### src/plq_cfg_regs.vh
`ifndef PLQ_CFG_REGS_VH
`define PLQ_CFG_REGS_VH

// ----------------------------------------------------------------
// register indices, byte address is four times the index
// ----------------------------------------------------------------
`define PLQ_IDX_RXFMT 16'h04A0
`define PLQ_IDX_POL 16'h0553
`define PLQ_IDX_LQCFG 16'h0560
`define PLQ_IDX_LQCNT 16'h0561
`define PLQ_IDX_LQSTAT 16'h0562

// ----------------------------------------------------------------
// reset values and writable masks
// ----------------------------------------------------------------
`define PLQ_RST_RXFMT 16'h1000
`define PLQ_RST_POL 16'h0000
`define PLQ_RST_LQCFG 16'h07E4
`define PLQ_WMASK_RXFMT 16'hFFFD
`define PLQ_WMASK_POL 16'hFFFF
`define PLQ_WMASK_LQCFG 16'h3FFF

// ----------------------------------------------------------------
// field positions
// ----------------------------------------------------------------
`define PLQ_SWAP_HI 15
`define PLQ_SWAP_LO 14
`define PLQ_SFD_BIT 13
`define PLQ_ENH_BIT 7
`define PLQ_POLEN_BIT 13
`define PLQ_POLVAL_BIT 12
`define PLQ_METRIC_HI 12
`define PLQ_METRIC_LO 11
`define PLQ_FMASK_HI 10
`define PLQ_FMASK_LO 5
`define PLQ_HYST_HI 4
`define PLQ_HYST_LO 3
`define PLQ_SQI_HI 2
`define PLQ_SQI_LO 0
`define PLQ_CREADY_BIT 15

// ----------------------------------------------------------------
// encodings
// ----------------------------------------------------------------
`define PLQ_SWAP_NONE 2'h0
`define PLQ_SWAP_BITS 2'h1
`define PLQ_SWAP_NIB 2'h2
`define PLQ_SWAP_BITNIB 2'h3
`define PLQ_SFD_NORMAL 8'hD5
`define PLQ_SFD_ALT 8'h5D
`define PLQ_MET_STD 2'h0
`define PLQ_MET_MON 2'h1
`define PLQ_MET_SEND 2'h2
`define PLQ_MET_CREADY 2'h3

// ----------------------------------------------------------------
// timing
// ----------------------------------------------------------------
`define PLQ_CLK_MHZ 40
`define PLQ_HYST_2MS_US 2000
`define PLQ_HYST_500US_US 500
`define PLQ_HYST_1MS_US 1000
`define PLQ_HYST_4MS_US 4000

`endif

### src/plq_rx_fmt.v
`timescale 1ns/1ps
`default_nettype none
`include "plq_cfg_regs.vh"

module plq_rx_fmt (
  input wire core_clk_i,
  input wire resetn_i,
  input wire [1:0] swap_sel_i,
  input wire sfd_sel_i,
  input wire [7:0] rx_data_i,
  input wire rx_valid_i,
  output reg [7:0] rx_data_o,
  output reg rx_valid_o,
  output reg sfd_det_o
);

  // ----------------------------------------------------------------
  // byte reorder
  // ----------------------------------------------------------------
  function [3:0] rev4;
    input [3:0] n;
    begin
      rev4 = {n[0], n[1], n[2], n[3]};
    end
  endfunction

  reg [7:0] data_next;
  reg [7:0] sfd_pat;

  always @* begin
    case (swap_sel_i)
      `PLQ_SWAP_NONE: data_next = rx_data_i;
      `PLQ_SWAP_BITS: data_next = {rev4(rx_data_i[3:0]),
                                   rev4(rx_data_i[7:4])};
      `PLQ_SWAP_NIB: data_next = {rx_data_i[3:0], rx_data_i[7:4]};
      `PLQ_SWAP_BITNIB: data_next = {rev4(rx_data_i[7:4]),
                                     rev4(rx_data_i[3:0])};
      default: data_next = rx_data_i;
    endcase
    sfd_pat = sfd_sel_i ? `PLQ_SFD_ALT : `PLQ_SFD_NORMAL;
  end

  always @(posedge core_clk_i or negedge resetn_i) begin
    if (!resetn_i) begin
      rx_data_o <= 8'h00;
      rx_valid_o <= 1'b0;
      sfd_det_o <= 1'b0;
    end else begin
      rx_data_o <= data_next;
      rx_valid_o <= rx_valid_i;
      sfd_det_o <= rx_valid_i & (data_next == sfd_pat);
    end
  end

endmodule

`default_nettype wire

### src/plq_cfg_top.v
`timescale 1ns/1ps
`default_nettype none
`include "plq_cfg_regs.vh"

module plq_cfg_top #(
  parameter CNT_W = 18,
  parameter [CNT_W-1:0] HYST_2MS_CYC = `PLQ_HYST_2MS_US * `PLQ_CLK_MHZ,
  parameter [CNT_W-1:0] HYST_500US_CYC = `PLQ_HYST_500US_US * `PLQ_CLK_MHZ,
  parameter [CNT_W-1:0] HYST_1MS_CYC = `PLQ_HYST_1MS_US * `PLQ_CLK_MHZ,
  parameter [CNT_W-1:0] HYST_4MS_CYC = `PLQ_HYST_4MS_US * `PLQ_CLK_MHZ
) (
  input wire core_clk_i,
  input wire resetn_i,
  input wire psel_i,
  input wire penable_i,
  input wire pwrite_i,
  input wire [15:0] paddr_i,
  input wire [31:0] pwdata_i,
  input wire [3:0] pstrb_i,
  output reg [31:0] prdata_o,
  output reg pready_o,
  output reg pslverr_o,
  input wire [7:0] rx_data_i,
  input wire rx_valid_i,
  output wire [7:0] rx_data_o,
  output wire rx_valid_o,
  output wire sfd_det_o,
  output reg enh_rx_en_o,
  input wire auto_pol_inv_i,
  output reg pol_inv_o,
  input wire link_up_std_i,
  input wire link_mon_i,
  input wire phy_send_data_i,
  input wire comm_cond_i,
  input wire [2:0] sqi_i,
  input wire [4:0] fail_cause_i,
  input wire link_loss_i,
  output reg link_up_o,
  output reg comm_ready_o
);

  // ----------------------------------------------------------------
  // registers
  // ----------------------------------------------------------------
  reg [15:0] rxfmt_reg;
  reg [15:0] pol_reg;
  reg [15:0] lqcfg_reg;
  reg [9:0] fail_cnt_reg;
  reg [5:0] loss_cnt_reg;
  reg comm_ready_reg;
  reg [CNT_W-1:0] hyst_cnt_reg;
  reg sqi_bad_reg;

  // ----------------------------------------------------------------
  // apb slave
  // ----------------------------------------------------------------
  wire [15:0] widx = {2'b00, paddr_i[15:2]};
  wire access = psel_i & penable_i & ~pready_o;
  wire wr_en = psel_i & penable_i & pready_o & pwrite_i & ~pslverr_o;
  wire [15:0] wdata16 = {pstrb_i[1] ? pwdata_i[15:8] : 8'h00,
                         pstrb_i[0] ? pwdata_i[7:0] : 8'h00};
  wire [15:0] wlane = {{8{pstrb_i[1]}}, {8{pstrb_i[0]}}};

  function [15:0] merge;
    input [15:0] old;
    input [15:0] wmask;
    input [15:0] lanes;
    input [15:0] data;
    begin
      merge = (old & ~(wmask & lanes)) | (data & wmask & lanes);
    end
  endfunction

  reg [15:0] rd_next;
  reg hit_next;

  always @* begin
    hit_next = 1'b1;
    case (widx)
      `PLQ_IDX_RXFMT: rd_next = rxfmt_reg;
      `PLQ_IDX_POL: rd_next = pol_reg;
      `PLQ_IDX_LQCFG: rd_next = lqcfg_reg;
      `PLQ_IDX_LQCNT: rd_next = {loss_cnt_reg, fail_cnt_reg};
      `PLQ_IDX_LQSTAT: rd_next = {comm_ready_reg, 15'h0000};
      default: begin
        rd_next = 16'h0000;
        hit_next = 1'b0;
      end
    endcase
    if (paddr_i[1:0] != 2'b00) begin
      rd_next = 16'h0000;
      hit_next = 1'b0;
    end
  end

  always @(posedge core_clk_i or negedge resetn_i) begin
    if (!resetn_i) begin
      pready_o <= 1'b0;
      pslverr_o <= 1'b0;
      prdata_o <= 32'h00000000;
    end else begin
      pready_o <= access;
      pslverr_o <= access & ~hit_next;
      if (access & ~pwrite_i) begin
        prdata_o <= {16'h0000, rd_next};
      end
    end
  end

  always @(posedge core_clk_i or negedge resetn_i) begin
    if (!resetn_i) begin
      rxfmt_reg <= `PLQ_RST_RXFMT;
      pol_reg <= `PLQ_RST_POL;
      lqcfg_reg <= `PLQ_RST_LQCFG;
    end else if (wr_en) begin
      if (widx == `PLQ_IDX_RXFMT) begin
        rxfmt_reg <= merge(rxfmt_reg, `PLQ_WMASK_RXFMT, wlane, wdata16);
      end
      if (widx == `PLQ_IDX_POL) begin
        pol_reg <= merge(pol_reg, `PLQ_WMASK_POL, wlane, wdata16);
      end
      if (widx == `PLQ_IDX_LQCFG) begin
        lqcfg_reg <= merge(lqcfg_reg, `PLQ_WMASK_LQCFG, wlane, wdata16);
      end
    end
  end

  // ----------------------------------------------------------------
  // receive formatting
  // ----------------------------------------------------------------
  plq_rx_fmt u_rx_fmt (
    .core_clk_i(core_clk_i),
    .resetn_i(resetn_i),
    .swap_sel_i(rxfmt_reg[`PLQ_SWAP_HI:`PLQ_SWAP_LO]),
    .sfd_sel_i(rxfmt_reg[`PLQ_SFD_BIT]),
    .rx_data_i(rx_data_i),
    .rx_valid_i(rx_valid_i),
    .rx_data_o(rx_data_o),
    .rx_valid_o(rx_valid_o),
    .sfd_det_o(sfd_det_o)
  );

  // ----------------------------------------------------------------
  // polarity, enhanced features, link-up metric
  // ----------------------------------------------------------------
  wire [1:0] metric = lqcfg_reg[`PLQ_METRIC_HI:`PLQ_METRIC_LO];
  reg link_up_next;

  always @* begin
    case (metric)
      `PLQ_MET_STD: link_up_next = link_up_std_i;
      `PLQ_MET_MON: link_up_next = link_mon_i;
      `PLQ_MET_SEND: link_up_next = phy_send_data_i;
      `PLQ_MET_CREADY: link_up_next = comm_ready_reg;
      default: link_up_next = link_up_std_i;
    endcase
  end

  always @(posedge core_clk_i or negedge resetn_i) begin
    if (!resetn_i) begin
      enh_rx_en_o <= 1'b0;
      pol_inv_o <= 1'b0;
      link_up_o <= 1'b0;
      comm_ready_o <= 1'b0;
    end else begin
      enh_rx_en_o <= rxfmt_reg[`PLQ_ENH_BIT];
      pol_inv_o <= pol_reg[`PLQ_POLEN_BIT] ?
                   pol_reg[`PLQ_POLVAL_BIT] :
                   auto_pol_inv_i;
      link_up_o <= link_up_next;
      comm_ready_o <= comm_ready_reg;
    end
  end

  // ----------------------------------------------------------------
  // comm-ready hysteresis
  // ----------------------------------------------------------------
  reg [CNT_W-1:0] hyst_lim;
  localparam [CNT_W-1:0] CNT_ONE = {{(CNT_W-1){1'b0}}, 1'b1};

  always @* begin
    case (lqcfg_reg[`PLQ_HYST_HI:`PLQ_HYST_LO])
      2'h0: hyst_lim = HYST_2MS_CYC;
      2'h1: hyst_lim = HYST_500US_CYC;
      2'h2: hyst_lim = HYST_1MS_CYC;
      2'h3: hyst_lim = HYST_4MS_CYC;
      default: hyst_lim = HYST_2MS_CYC;
    endcase
  end

  always @(posedge core_clk_i or negedge resetn_i) begin
    if (!resetn_i) begin
      comm_ready_reg <= 1'b0;
      hyst_cnt_reg <= {CNT_W{1'b0}};
    end else if (comm_cond_i == comm_ready_reg) begin
      hyst_cnt_reg <= {CNT_W{1'b0}};
    end else if (hyst_cnt_reg + CNT_ONE >= hyst_lim) begin
      comm_ready_reg <= comm_cond_i;
      hyst_cnt_reg <= {CNT_W{1'b0}};
    end else begin
      hyst_cnt_reg <= hyst_cnt_reg + CNT_ONE;
    end
  end

  // ----------------------------------------------------------------
  // link failure logging
  // ----------------------------------------------------------------
  wire sqi_bad = sqi_i > lqcfg_reg[`PLQ_SQI_HI:`PLQ_SQI_LO];
  wire [5:0] causes = {fail_cause_i, sqi_bad & ~sqi_bad_reg};
  wire [5:0] en_mask = lqcfg_reg[`PLQ_FMASK_HI:`PLQ_FMASK_LO];
  wire fail_inc = |(causes & en_mask) & ~link_loss_i;

  always @(posedge core_clk_i or negedge resetn_i) begin
    if (!resetn_i) begin
      sqi_bad_reg <= 1'b0;
      fail_cnt_reg <= 10'h000;
      loss_cnt_reg <= 6'h00;
    end else begin
      sqi_bad_reg <= sqi_bad;
      if (fail_inc && fail_cnt_reg != 10'h3FF) begin
        fail_cnt_reg <= fail_cnt_reg + 10'h001;
      end
      if (link_loss_i && loss_cnt_reg != 6'h3F) begin
        loss_cnt_reg <= loss_cnt_reg + 6'h01;
      end
    end
  end

endmodule

`default_nettype wire

### config.mk
export PLATFORM = sky130hd
export DESIGN_NAME = plq_cfg_top
export DESIGN_NICKNAME = d
export VERILOG_FILES = /design/src/plq_rx_fmt.v /design/src/plq_cfg_top.v
export VERILOG_INCLUDE_DIRS = /design/src
export SDC_FILE = /design/constraint.sdc
export NUM_CORES = 1
export LEC_CHECK = 0
export ABC_AREA = 1
export BUFFER_PORTS_ARGS = -buffer_cell sky130_fd_sc_hd__buf_2
export CAP_MARGIN = 0
export CORE_MARGIN = 10
export CORE_UTILIZATION = 52
export CTS_CLUSTER_DIAMETER = 100
export DETAILED_ROUTE_END_ITERATION = 10
export PLACE_DENSITY = 0.87
export REMOVE_ABC_BUFFERS = 1
export SYNTH_ARGS = -nofsm -noshare
export SYNTH_HDL_FRONTEND = slang
export SYNTH_HIERARCHICAL = 1
export SYNTH_SLANG_ARGS = --single-unit
### constraint.sdc
create_clock -name core_clk_i -period 4.6 [get_ports core_clk_i]
set_input_delay 0 -clock core_clk_i [delete_from_list [all_inputs] [get_ports core_clk_i]]
set_output_delay 0 -clock core_clk_i [all_outputs]
set_load 0.005 [all_outputs]
Yosys cells after proc, flatten, opt, wreduce, memory -nomap -nowiden

Cells that the tools add are included.

Multiply operators: 0
Bitwise gates (word level): 30
Mux-type cells: 13
Add/subtract/negate cells: 3
Shift-type cells: 0
Div/mod/pow operators: 0
Reductions and logical operators: 12
Order comparisons: 2
Equality and inequality tests: 18

Operators by type and width:

| cell                    | number |
|---|---|
| $and A16 B16 Y16        | 5 |
| $pmux W16 S5            | 1 |
| $pmux W18 S4            | 1 |
| $eq A14 B11 Y1 const B  | 5 |
| $or A16 B16 Y16         | 3 |
| $mux W18                | 2 |
| $not A16 Y16            | 2 |
| $pmux W8 S4             | 1 |
| $mux W8                 | 3 |
| $add A18 B1 Y18 const B | 1 |
| $ge A18 B18 Y1          | 1 |
| $and A14 B16 Y16        | 1 |
| $mux W16                | 1 |
| $not A14 Y16            | 1 |
| $eq A2 B2 Y1 const B    | 6 |
| $add A10 B1 Y10 const B | 1 |
| $and A1 B1 Y1           | 10 |
| $ne A10 B10 Y1 const B  | 1 |
| $eq A8 B8 Y1            | 1 |
| $reduce_and A2 Y1       | 4 |
| $not A1 Y1              | 7 |
| $add A6 B1 Y6 const B   | 1 |
| $and A6 B6 Y6           | 1 |
| $eq A2 B1 Y1 const B    | 3 |
| 10 further kinds        | 15 |

Latch bits: 0
RAM bits: 0
Output and inout port bits: 48
Memory bits (read-only): 0
Bits in registers: 116
Input port bits: 80
Word-level logic and storage cells: 96
Memories kept: 0

Depth between registers and ports, before layout

Gate-level depths: netlist of the first run.

Depth in word-level cells: 6
Gate-level depth with buffers: 17
Gate-level depth less buffers: 17

Hierarchy

Netlist of the first run, hierarchy kept.

Modules (own cells, without submodules):

| module      | seq. area each (sq um) | times used | cells each | area an instance (sq um) |
|---|---|---|---|---|
| plq_cfg_top | 2587.5                 | 1          | 718        | 5936.9 |
| plq_rx_fmt  | 250.2                  | 1          | 92         | 658.1 |

Least setup slack after synthesis of the first run

Ideal clock, no wire load.

Kind: reg-to-reg
Start: reg hyst_cnt_reg[2]
End: reg hyst_cnt_reg[10]
Data required time: 4.528 ns
Buffers on the path: 1
Clock period less this slack: 2.477 ns
Stages on the path, launching flop included: 15
Setup time: 0.072 ns
Setup slack: 2.123 ns
Arrival: 2.406 ns
Cell sequence: dfrtp_1 -> nand3_1 -> inv_1 -> nand4_1 -> nor2_2 -> nand2_1 -> xor2_1 -> inv_1 -> ha_1 -> a21oi_1 -> o21ai_0 -> a21oi_1 -> nand4_4 -> buf_2 -> nor2_1

Word-level cells in the longest chain between the ends: 4

Ends and longest elaborated chain:

| what                   | line                                 | RTL |
|---|---|---|
| start, declared        | plq_cfg_top.v:51                     | `reg [CNT_W-1:0] hyst_cnt_reg;` |
| start signal, assigned | plq_cfg_top.v:194                    | `hyst_cnt_reg <= {CNT_W{1'b0}};` |
| start signal, assigned | plq_cfg_top.v:196                    | `hyst_cnt_reg <= {CNT_W{1'b0}};` |
| start signal, assigned | plq_cfg_top.v:199                    | `hyst_cnt_reg <= {CNT_W{1'b0}};` |
| $add A18 B1 Y18 *      | plq_cfg_top.v:197, plq_cfg_top.v:201 |  |
| $ge A18 B18 Y1         | plq_cfg_top.v:197                    | `end else if (hyst_cnt_reg + CNT_ONE >= hyst_lim) begin` |
| $mux W18 *             | plq_cfg_top.v:197                    |  |
| $mux W18 *             | plq_cfg_top.v:195                    | `end else if (comm_cond_i == comm_ready_reg) begin` |

Mark *: on every way between the ends. The rest lies on a longest branch, timed or not.
A chain may end at the register's enable or synchronous reset.

Worst setup path after layout of the first run

Start: reg hyst_cnt_reg[2]
End: reg hyst_cnt_reg[6]

The elaborated chain is that of the path after synthesis.

==> impl_metrics.ini, run 1 <==
[run_status]
status = completed

[cts]
clk_path_buf_depth = 2
path_clk_slew_ns = 0.05
cts_made_buffers = 17
cts_resized = 0
clockRootBuffer = clkbuf_16
htree_levels = 4
postCtsHoldBufs = 34
clkLatencyLatePin_ns = 0.42
cts_setup_buffers = 0
cts_sinks = 113
cts_tree = yes

[synthesis]
synth_seq_cells = 113
synthMostInstantiatedCell = nand2_1
ys_types = 43
synth_top_cell_by_area = dfrtp_1
ys_warn_count = 6
avgSynthCellArea_um2 = 8.14
synth-main-ff-cell = dfrtp_1
synth_enable_flop_cells = 0
yosysSeqAreaShare_pct = 43.0
ys_top_cells_by_count = 182 x nand2_1, 111 x nand3_1, 105 x dfrtp_1, 85 x inv_1, 62 x nor2_1
syn_area_um2 = 6600
synthTopCellsByArea = dfrtp_1 40%, nand2_1 10%, nand3_1 8.4%
syn-instance-count = 810
async_reset_ff_share_pct = 100
synth_top_area_share_pct = 39.8

[grt]
grt.total_usage_pct = 19.4
gr-total-overflow = 0
grt_first_pass_wirelength_mm = 28.2
first_global_vias = 5744
antenna_found_initial = 2
grt_max_degree = 66

[timing]
finalCritPeriodShare_pct = 64.2
skew_ns = 0.00661
drv_slew = 0
fmax_mhz = 339
final_hold_viol_count = 0
setup_tns_ns = 0
setup_viol = 0
rsz0062_at_grt = false
tightest_slew_ns = 0.915
fin_crit_ns = 2.95
slew_headroom_pct = 38.9

[pwr]
ir_drop_v = 0.000225
power_w = 0.00242
p_per_area_nw_per_um2 = 305
p_leak_nw = 3.97

[layout]
final_nets = 1038
syn2layout_area_growth_pct = 20.4
fillCellCount = 1049
fin_cells = 1119
drive_gt1_share_pct = 21.6

[worst_hold_path]
hold_path.class = in2reg

[floorplanning]
start_util_pct = 52.7
io_pins = 128
num_rows = 41
dieArea_um2 = 17600
core-area_um2 = 12500
dieHeight_um = 133
fp.dieW_um = 133

[setup_path]
setup.worst_path.end_class = flop
cp_max_fo = 18
start_kind = flop
cp.arrival_ns = 3.29
path_class = reg2reg
cp.required_ns = 4.93

[placement]
hpwl_mm = 11.4
placedCellCount = 1052
gp_congestion = 0.948
port_buffers = 93

[drt]
wl_per_cell_um = 15.2
ant_nets = 0
wirelength_mm = 17.0
vias = 5927
route.detailed.drc = 0
drtIter0Drc = 528
drt_pre_antenna_iters = 6
detail_route.vias_per_cell = 5.30

[job]
drv_cap = 0
[worst max-delay path: stages, from the launching register on]
cell and delay, ns:
dfrtp_1 0.41, nand3_1 0.15, inv_1 0.09, nand4_1 0.17, nor2_2 0.27, nand2_1 0.10
xor2_1 0.19, inv_1 0.07, ha_1 0.30, a21oi_1 0.13, o21ai_0 0.12, a21oi_1 0.35
nand4_4 0.34, nor2_1 0.18
[cell families (layout without fill, tap and decap cells)]
family | after synthesis | in the layout | share of synthesized area (%)
flip-flops | 113 | 113 | 43.0
AND/OR/NAND/NOR | 439 | 439 | 31.6
AO/OA/AOI/OAI | 71 | 71 | 7.21
XOR/XNOR | 25 | 25 | 3.32
adder cells (fa/ha/maj) | 25 | 25 | 4.74
other | 1 | 18 | 0.0569
multiplexers | 1 | 1 | 0.171
buffers and inverters | 135 | 255 | 9.85
[placed cells by master, fill, tap and decap left out, types with 5 or more instances in the layout]
cell type      netlist  layout
a21oi_1             12      12
buf_2               15      92
buf_4               17       5
clkbuf_16            0      17
clkinv_2             1       6
conb_1               1      16
dfrtp_1            105     105
dfstp_2              8       8
dlygate4sd3_1        0      34
ha_1                25      25
inv_1               85      85
inv_2                5       5
nand2_1            182     182
nand3_1            111     111
nand3_2              6       6
nand4_1             34      34
nor2_1              62      62
nor2_2              16      16
nor3_1               9       9
o21ai_0              7       7
o21ai_1             19      19
o21ai_2             28      28
xnor2_1              8       8
xor2_1              17      17
[worst paths after layout]
| check | startpoint | endpoint | slack, ns | cells past startpoint |
|---|---|---|---|---|
| worst max-delay path | hyst_cnt_reg[2] | hyst_cnt_reg[6] | 1.65 | 13 |
| worst min-delay path | rx_data_i[0] | u_rx_fmt/rx_data_o[0] | 0.007 | 4 |
| worst max register to register | hyst_cnt_reg[2] | hyst_cnt_reg[6] | 1.65 | 13 |
| worst min register to register | flop | enh_rx_en_o | 0.45 | 0 |
| max in group asynchronous | resetn_i | u_rx_fmt/rx_data_o[2] | 3.26 | 3 |
| min in group asynchronous | resetn_i | prdata_o[6] | 0.22 | 2 |
[through the flow]
stage                     utilization (%)  worst slack [ns]  hold slack [ns]  cell area [µm²]
final                                63.4              1.65          0.00655             7940
after global routing                 63.4              1.24           0.0425             7940
after CTS                            63.4              1.65           0.0163             7930
after detailed placement             56.5              1.70            0.147             7070
after global placement               56.5              1.79            0.143             7070
after floorplan                         -              2.20           -0.296             6350
[where the power goes]
| group | internal [W] | total (W) | switching [W] |
|---|---|---|---|
| combinational | 0.0000825 | 0.000194 | 0.000112 |
| clock | 0.000706 | 0.00116 | 0.000452 |
| sequential | 0.00103 | 0.00107 | 0.0000377 |
| total | 0.00182 | 0.00242 | 0.000601 |
[per-layer routing]
metal,wire [µm],global-route usage [%]
met4,311,7.21
met3,1280,5.30
met1,7030,23.4
met2,8400,32.5
met5,0,0
[area by class of cell]
class,instances,area (µm²),area share (%)
clock inverters,10,63.8,0.804
multi-input cells,577,3160,39.9
well taps,172,215,2.71
inverters,93,353,4.45
repair buffers,131,838,10.6
flip-flops and latches,113,2840,35.8
clock buffers,21,460,5.80
diodes,2,5.00,0.0631
(Power assumes the default switching activity.)
==> run 2: changes to the inputs <==
==> constraint.sdc (replaced) <==
create_clock -name core_clk_i -period 3.1 [get_ports core_clk_i]
set_input_delay 0 -clock core_clk_i [delete_from_list [all_inputs] [get_ports core_clk_i]]
set_output_delay 0 -clock core_clk_i [all_outputs]
set_load 0.005 [all_outputs]
==> impl_metrics.ini, run 2 (synthesized netlist as in run 1, its figures left out) <==
[layout]
drive_gt1_share_pct = 22.2
final_common_cell = nand2_1
seq_area_um2 = 2840
final_cell_mix = 182 x nand2_1, 111 x nand3_1, 105 x dfrtp_1
syn2layout_area_growth_pct = 22.3
final_util_pct = 64.5
final_nets = 1042
multi_input_area_um2 = 3170
fillCellCount = 1033

[timing]
setup_tns_ns = 0
fmax_mhz = 353
final_hold_viol_count = 0
skew_ns = 0.00598
drv_slew = 0
finalCritPeriodShare_pct = 91.5
setup_viol = 0
fin_crit_ns = 2.84
rsz0062_at_grt = false
tightest_slew_ns = 0.849
slew_headroom_pct = 43.3

[setup_path]
cp_max_fo = 18
path_depth = 14
timing.reg2reg.setup_slack_ns = 0.26
path_cells = ha_1 -> nand3_2 -> nor4_1 -> nand2_1 -> xor2_1 -> inv_1 -> ha_1 -> nand2_1 -> nor2_1 -> nand2_1 -> o21bai_1 -> nand4_4 -> buf_12 -> nor2_1
cp_common_cell = nand2_1
cp.required_ns = 3.40
slowest_delay_ns = 0.40
cp_slowest_cell = dfrtp_1
setup.worst_path.end_class = flop
cp.arrival_ns = 3.14
rr_worst_depth = 14
r2r-start = hyst_cnt_reg[0]
path_buf_inv = 2
path_class = reg2reg
timing.rr.end = hyst_cnt_reg[9]
cp_top_family = simple AND/OR/NAND/NOR gates
start_kind = flop

[drt]
wl_per_cell_um = 15.5
drtIter0Drc = 556
vias = 6016
detail_route.vias_per_cell = 5.35
ant_nets = 0
wirelength_mm = 17.5
route.detailed.drc = 0
drt_pre_antenna_iters = 5

[cts]
cts_tree = yes
cts_made_buffers = 17
clk_path_buf_depth = 2
clockRootBuffer = clkbuf_16
cts_sinks = 113
clkLatencyLatePin_ns = 0.43
path_clk_slew_ns = 0.05
htree_levels = 4

[grt]
gr-total-overflow = 0
grt_max_degree = 62
grt_first_pass_wirelength_mm = 29.3
grt.total_usage_pct = 20.2
antenna_found_initial = 4
first_global_vias = 6061

[worst_hold_path]
hp-start = rx_data_i[0]
worstHoldPathCells = 4
hold_path.class = in2reg
whs_endpoint = u_rx_fmt/rx_data_o[0]

[floorplanning]
core-area_um2 = 12500
fp.dieW_um = 133
dieArea_um2 = 17600
num_rows = 41
io_pins = 128
start_util_pct = 52.7
dieHeight_um = 133

[pwr]
p_per_area_nw_per_um2 = 473
ir_drop_v = 0.000286
p_leak_nw = 4.04

[placement]
port_buffers = 93
gp_congestion = 0.913
hpwl_mm = 11.6

[run_status]
status = completed

[job]
drv_cap = 0
## run 2: what timing repair did
action / 4_1_cts / 5_1_grt
hold endpoints to repair: 117 / 0
setup endpoints to repair: 0 / 19
resized for setup: 0 / 2
hold buffers: 35 / 0
buffers inserted: 0 / 1
## run 2: area by class of cell
type / instances / share of cell area (%)
multi-input combinational: 577 / 39.3
tap: 172 / 2.67
clock inverter: 15 / 1.99
inverter: 93 / 4.37
antenna: 3 / 0.0931
sequential: 113 / 35.2
clock buffer: 17 / 5.27
timing repair buffer: 135 / 11.1
## run 2: report_power, final
part	switching [W]	leakage, nW	internal (W)
clock	0.000741	0.284	0.00119
combinational	0.000174	2.26	0.000129
sequential	0.0000579	1.50	0.00153
total	0.000973	4.04	0.00284
## run 2: worst max-delay path by stage
stage / start / end / slack (ns)
finish: hyst_cnt_reg[0] / hyst_cnt_reg[9] / 0.26
global route: hyst_cnt_reg[0] / hyst_cnt_reg[14] / 0.01
CTS: hyst_cnt_reg[0] / hyst_cnt_reg[12] / 0.07
detailed placement: hyst_cnt_reg[0] / hyst_cnt_reg[17] / 0.14
global placement: hyst_cnt_reg[0] / hyst_cnt_reg[0] / 0.32
floorplan: hyst_cnt_reg[2] / hyst_cnt_reg[0] / 0.70
## run 2: worst register-to-register path, cell delays in order (launching register included)
cell and delay [ns]:
dfrtp_1 0.40, ha_1 0.23, nand3_2 0.15, nor4_1 0.39
nand2_1 0.12, xor2_1 0.22, inv_1 0.07, ha_1 0.27
nand2_1 0.06, nor2_1 0.12, nand2_1 0.09, o21bai_1 0.24
nand4_4 0.15, buf_12 0.15, nor2_1 0.05
## run 2: routing by layer
layer / share of wire [%] / track usage (%)
met5: 0 / 0
met3: 7.6 / 6.02
met4: 3.1 / 11.0
met1: 41 / 23.4
met2: 49 / 32.9
## run 2: per-stage QoR
step	instances	total power [W]	cell area [µm²]	hold slack, ns	setup WS (ns)
floorplan	783	0.00173	6350	-0.296	0.700
global placement	1054	0.00185	7100	0.128	0.323
detailed placement	1054	0.00186	7100	0.129	0.141
CTS	1121	0.00382	8030	0.00480	0.0702
global route	1125	0.00395	8070	0.0393	0.0116
finish	1125	0.00382	8070	0.00740	0.265
==> run 3: changes to the inputs <==
--- a/config.mk
+++ b/config.mk
@@ -7,13 +7,14 @@
 export NUM_CORES = 1
 export LEC_CHECK = 0
 export ABC_AREA = 1
+export ABC_CLOCK_PERIOD_IN_PS = 3100
 export BUFFER_PORTS_ARGS = -buffer_cell sky130_fd_sc_hd__buf_2
 export CAP_MARGIN = 0
 export CORE_MARGIN = 10
-export CORE_UTILIZATION = 52
+export CORE_UTILIZATION = 40
 export CTS_CLUSTER_DIAMETER = 100
 export DETAILED_ROUTE_END_ITERATION = 10
-export PLACE_DENSITY = 0.87
+export PLACE_DENSITY = 0.72
 export REMOVE_ABC_BUFFERS = 1
 export SYNTH_ARGS = -nofsm -noshare
 export SYNTH_HDL_FRONTEND = slang
==> impl_metrics.ini, run 3 (synthesized netlist as in run 1, its figures left out) <==
[run_status]
status = completed

[timing]
skew_ns = 0.0142
final_hold_viol_count = 0
setup_tns_ns = 0
fin_crit_ns = 2.73
fin_ws_ns = 0.369
drv_slew = 0
finalCritPeriodShare_pct = 88.1
slew_headroom_pct = 43.4
setup_viol = 0
rsz0062_at_grt = false
tightest_slew_ns = 0.848
fmax_mhz = 366

[drt]
drt_pre_antenna_iters = 7
detail_route.vias_per_cell = 4.90
ant_nets = 0
route.detailed.drc = 0
wirelength_mm = 17.1
drtIter0Drc = 322
vias = 5727
wl_per_cell_um = 14.6

[cts]
clkLatencyLatePin_ns = 0.42
clk_path_buf_depth = 2
htree_levels = 4
path_clk_slew_ns = 0.06
clockRootBuffer = clkbuf_16
cts_made_buffers = 17
cts_tree = yes
cts_sinks = 113

[layout]
design_area_um2 = 8160
diodes = 0
syn2layout_area_growth_pct = 23.7
final_nets = 1044
final_cell_mix = 182 x nand2_1, 111 x nand3_1, 105 x dfrtp_1
drive_gt1_share_pct = 22.0
final_common_cell = nand2_1
fillCellCount = 1567

[worst_hold_path]
hold_path.class = in2reg
hp-start = pstrb_i[1]

[placement]
placed_area_um2 = 7150
hpwl_mm = 12.1
dp_slack_ns = 0.269
gp_congestion = 0.926
port_buffers = 93

[setup_path]
cp.arrival_ns = 3.07
cp.required_ns = 3.44
cp_max_fo = 18
r2r-start = hyst_cnt_reg[2]
crit_start = hyst_cnt_reg[2]
start_kind = flop
setup.worst_path.end_class = flop
slowest_delay_ns = 0.39
timing.reg2reg.setup_slack_ns = 0.37
cp_slowest_cell = dfrtp_1
path_class = reg2reg
path_cells = nand3_1 -> inv_1 -> nand4_1 -> nor2_2 -> nand2_1 -> xor2_1 -> inv_1 -> ha_1 -> a21oi_1 -> o21ai_0 -> a21oi_1 -> nand4_4 -> buf_12 -> nor2_1

[pwr]
p_leak_nw = 4.05
power.share.sequential_pct = 40.6
p_int_w = 0.00297
p_clk_share_pct = 51.7
power.switching_w = 0.000935
ir_drop_v = 0.000406
combPwrFrac_pct = 7.7
p_sw_share_pct = 24.0
p_per_area_nw_per_um2 = 478
power_w = 0.00390

[floorplanning]
dieArea_um2 = 22000
core-area_um2 = 16000
dieHeight_um = 148
num_rows = 46
start_util_pct = 41.2
io_pins = 128
fp.dieW_um = 148

[grt]
grt_first_pass_wirelength_mm = 28.6
antenna_found_initial = 0
first_global_vias = 5741
gr-total-overflow = 0
grt_max_degree = 65
grt.total_usage_pct = 16.1

[job]
drv_cap = 0
[run 3: what timing repair did]
action	in CTS	in global routing
buffers inserted	0	1
endpoints found under the hold margin	121	0
gates resized for setup	0	0
endpoints found under the setup margin	0	18
hold buffers	37	0
[run 3: power by group through the flow]
stage	Clock, W	Sequential, W	Combinational (W)
after floorplan	0	0.00159	0.000134
after global placement	0	0.00160	0.000255
after detailed placement	0	0.00160	0.000262
after CTS	0.00204	0.00158	0.000299
after global routing	0.00212	0.00159	0.000342
final	0.00202	0.00158	0.000302
[run 3: area by class of cell]
cell class / instances / area (µm²) / share of cell area, %
Sequential cell: 113 / 2840 / 34.8
Multi-Input combinational cell: 577 / 3160 / 38.8
Clock buffer: 20 / 457 / 5.60
Tap cell: 216 / 270 / 3.31
Timing Repair Buffer: 137 / 916 / 11.2
Clock inverter: 12 / 158 / 1.93
Inverter: 93 / 353 / 4.33
[run 3: worst max-delay path: cells and delay by family, from the launching register on]
family | cells | cell delay [ns]
AOI/OAI and AO/OA | 3 | 0.56
adders and majority gates | 1 | 0.30
buffers and inverters | 3 | 0.34
DFF | 1 | 0.39
and+or+nand+nor | 6 | 0.87
xor gates and xnor gates | 1 | 0.18
[run 3: worst paths after layout]
kind | to | cells after the start
setup / recovery | hyst_cnt_reg[6] | 14
hold / removal | flop | 3
setup reg to reg | hyst_cnt_reg[6] | 14
hold reg to reg | enh_rx_en_o | 0
max in group asynchronous | asynchronous set/reset pin | 3
min in group asynchronous | prdata_o[0] | 2
[run 3: stage by stage]
stage / hold WS (ns) / cells / utilization, %
after floorplan: -0.296 / 783 / -
after detailed placement: 0.151 / 1098 / 44.7
after global placement: 0.154 / 1098 / 44.7
after global routing: 0.0520 / 1168 / 51.0
final: 0.0406 / 1168 / 51.0
after CTS: 0.0275 / 1167 / 50.8
[run 3: routing by layer]
| metal | global-route usage [%] | routed length, µm | up-vias |
|---|---|---|---|
| met4 | 6.49 | 433 | 0 |
| met3 | 4.92 | 967 | 32 |
| met2 | 26.3 | 8080 | 157 |
| met5 | 0 | 0 | - |
| li1 | - | - | 2893 |
| met1 | 19.3 | 7610 | 2645 |
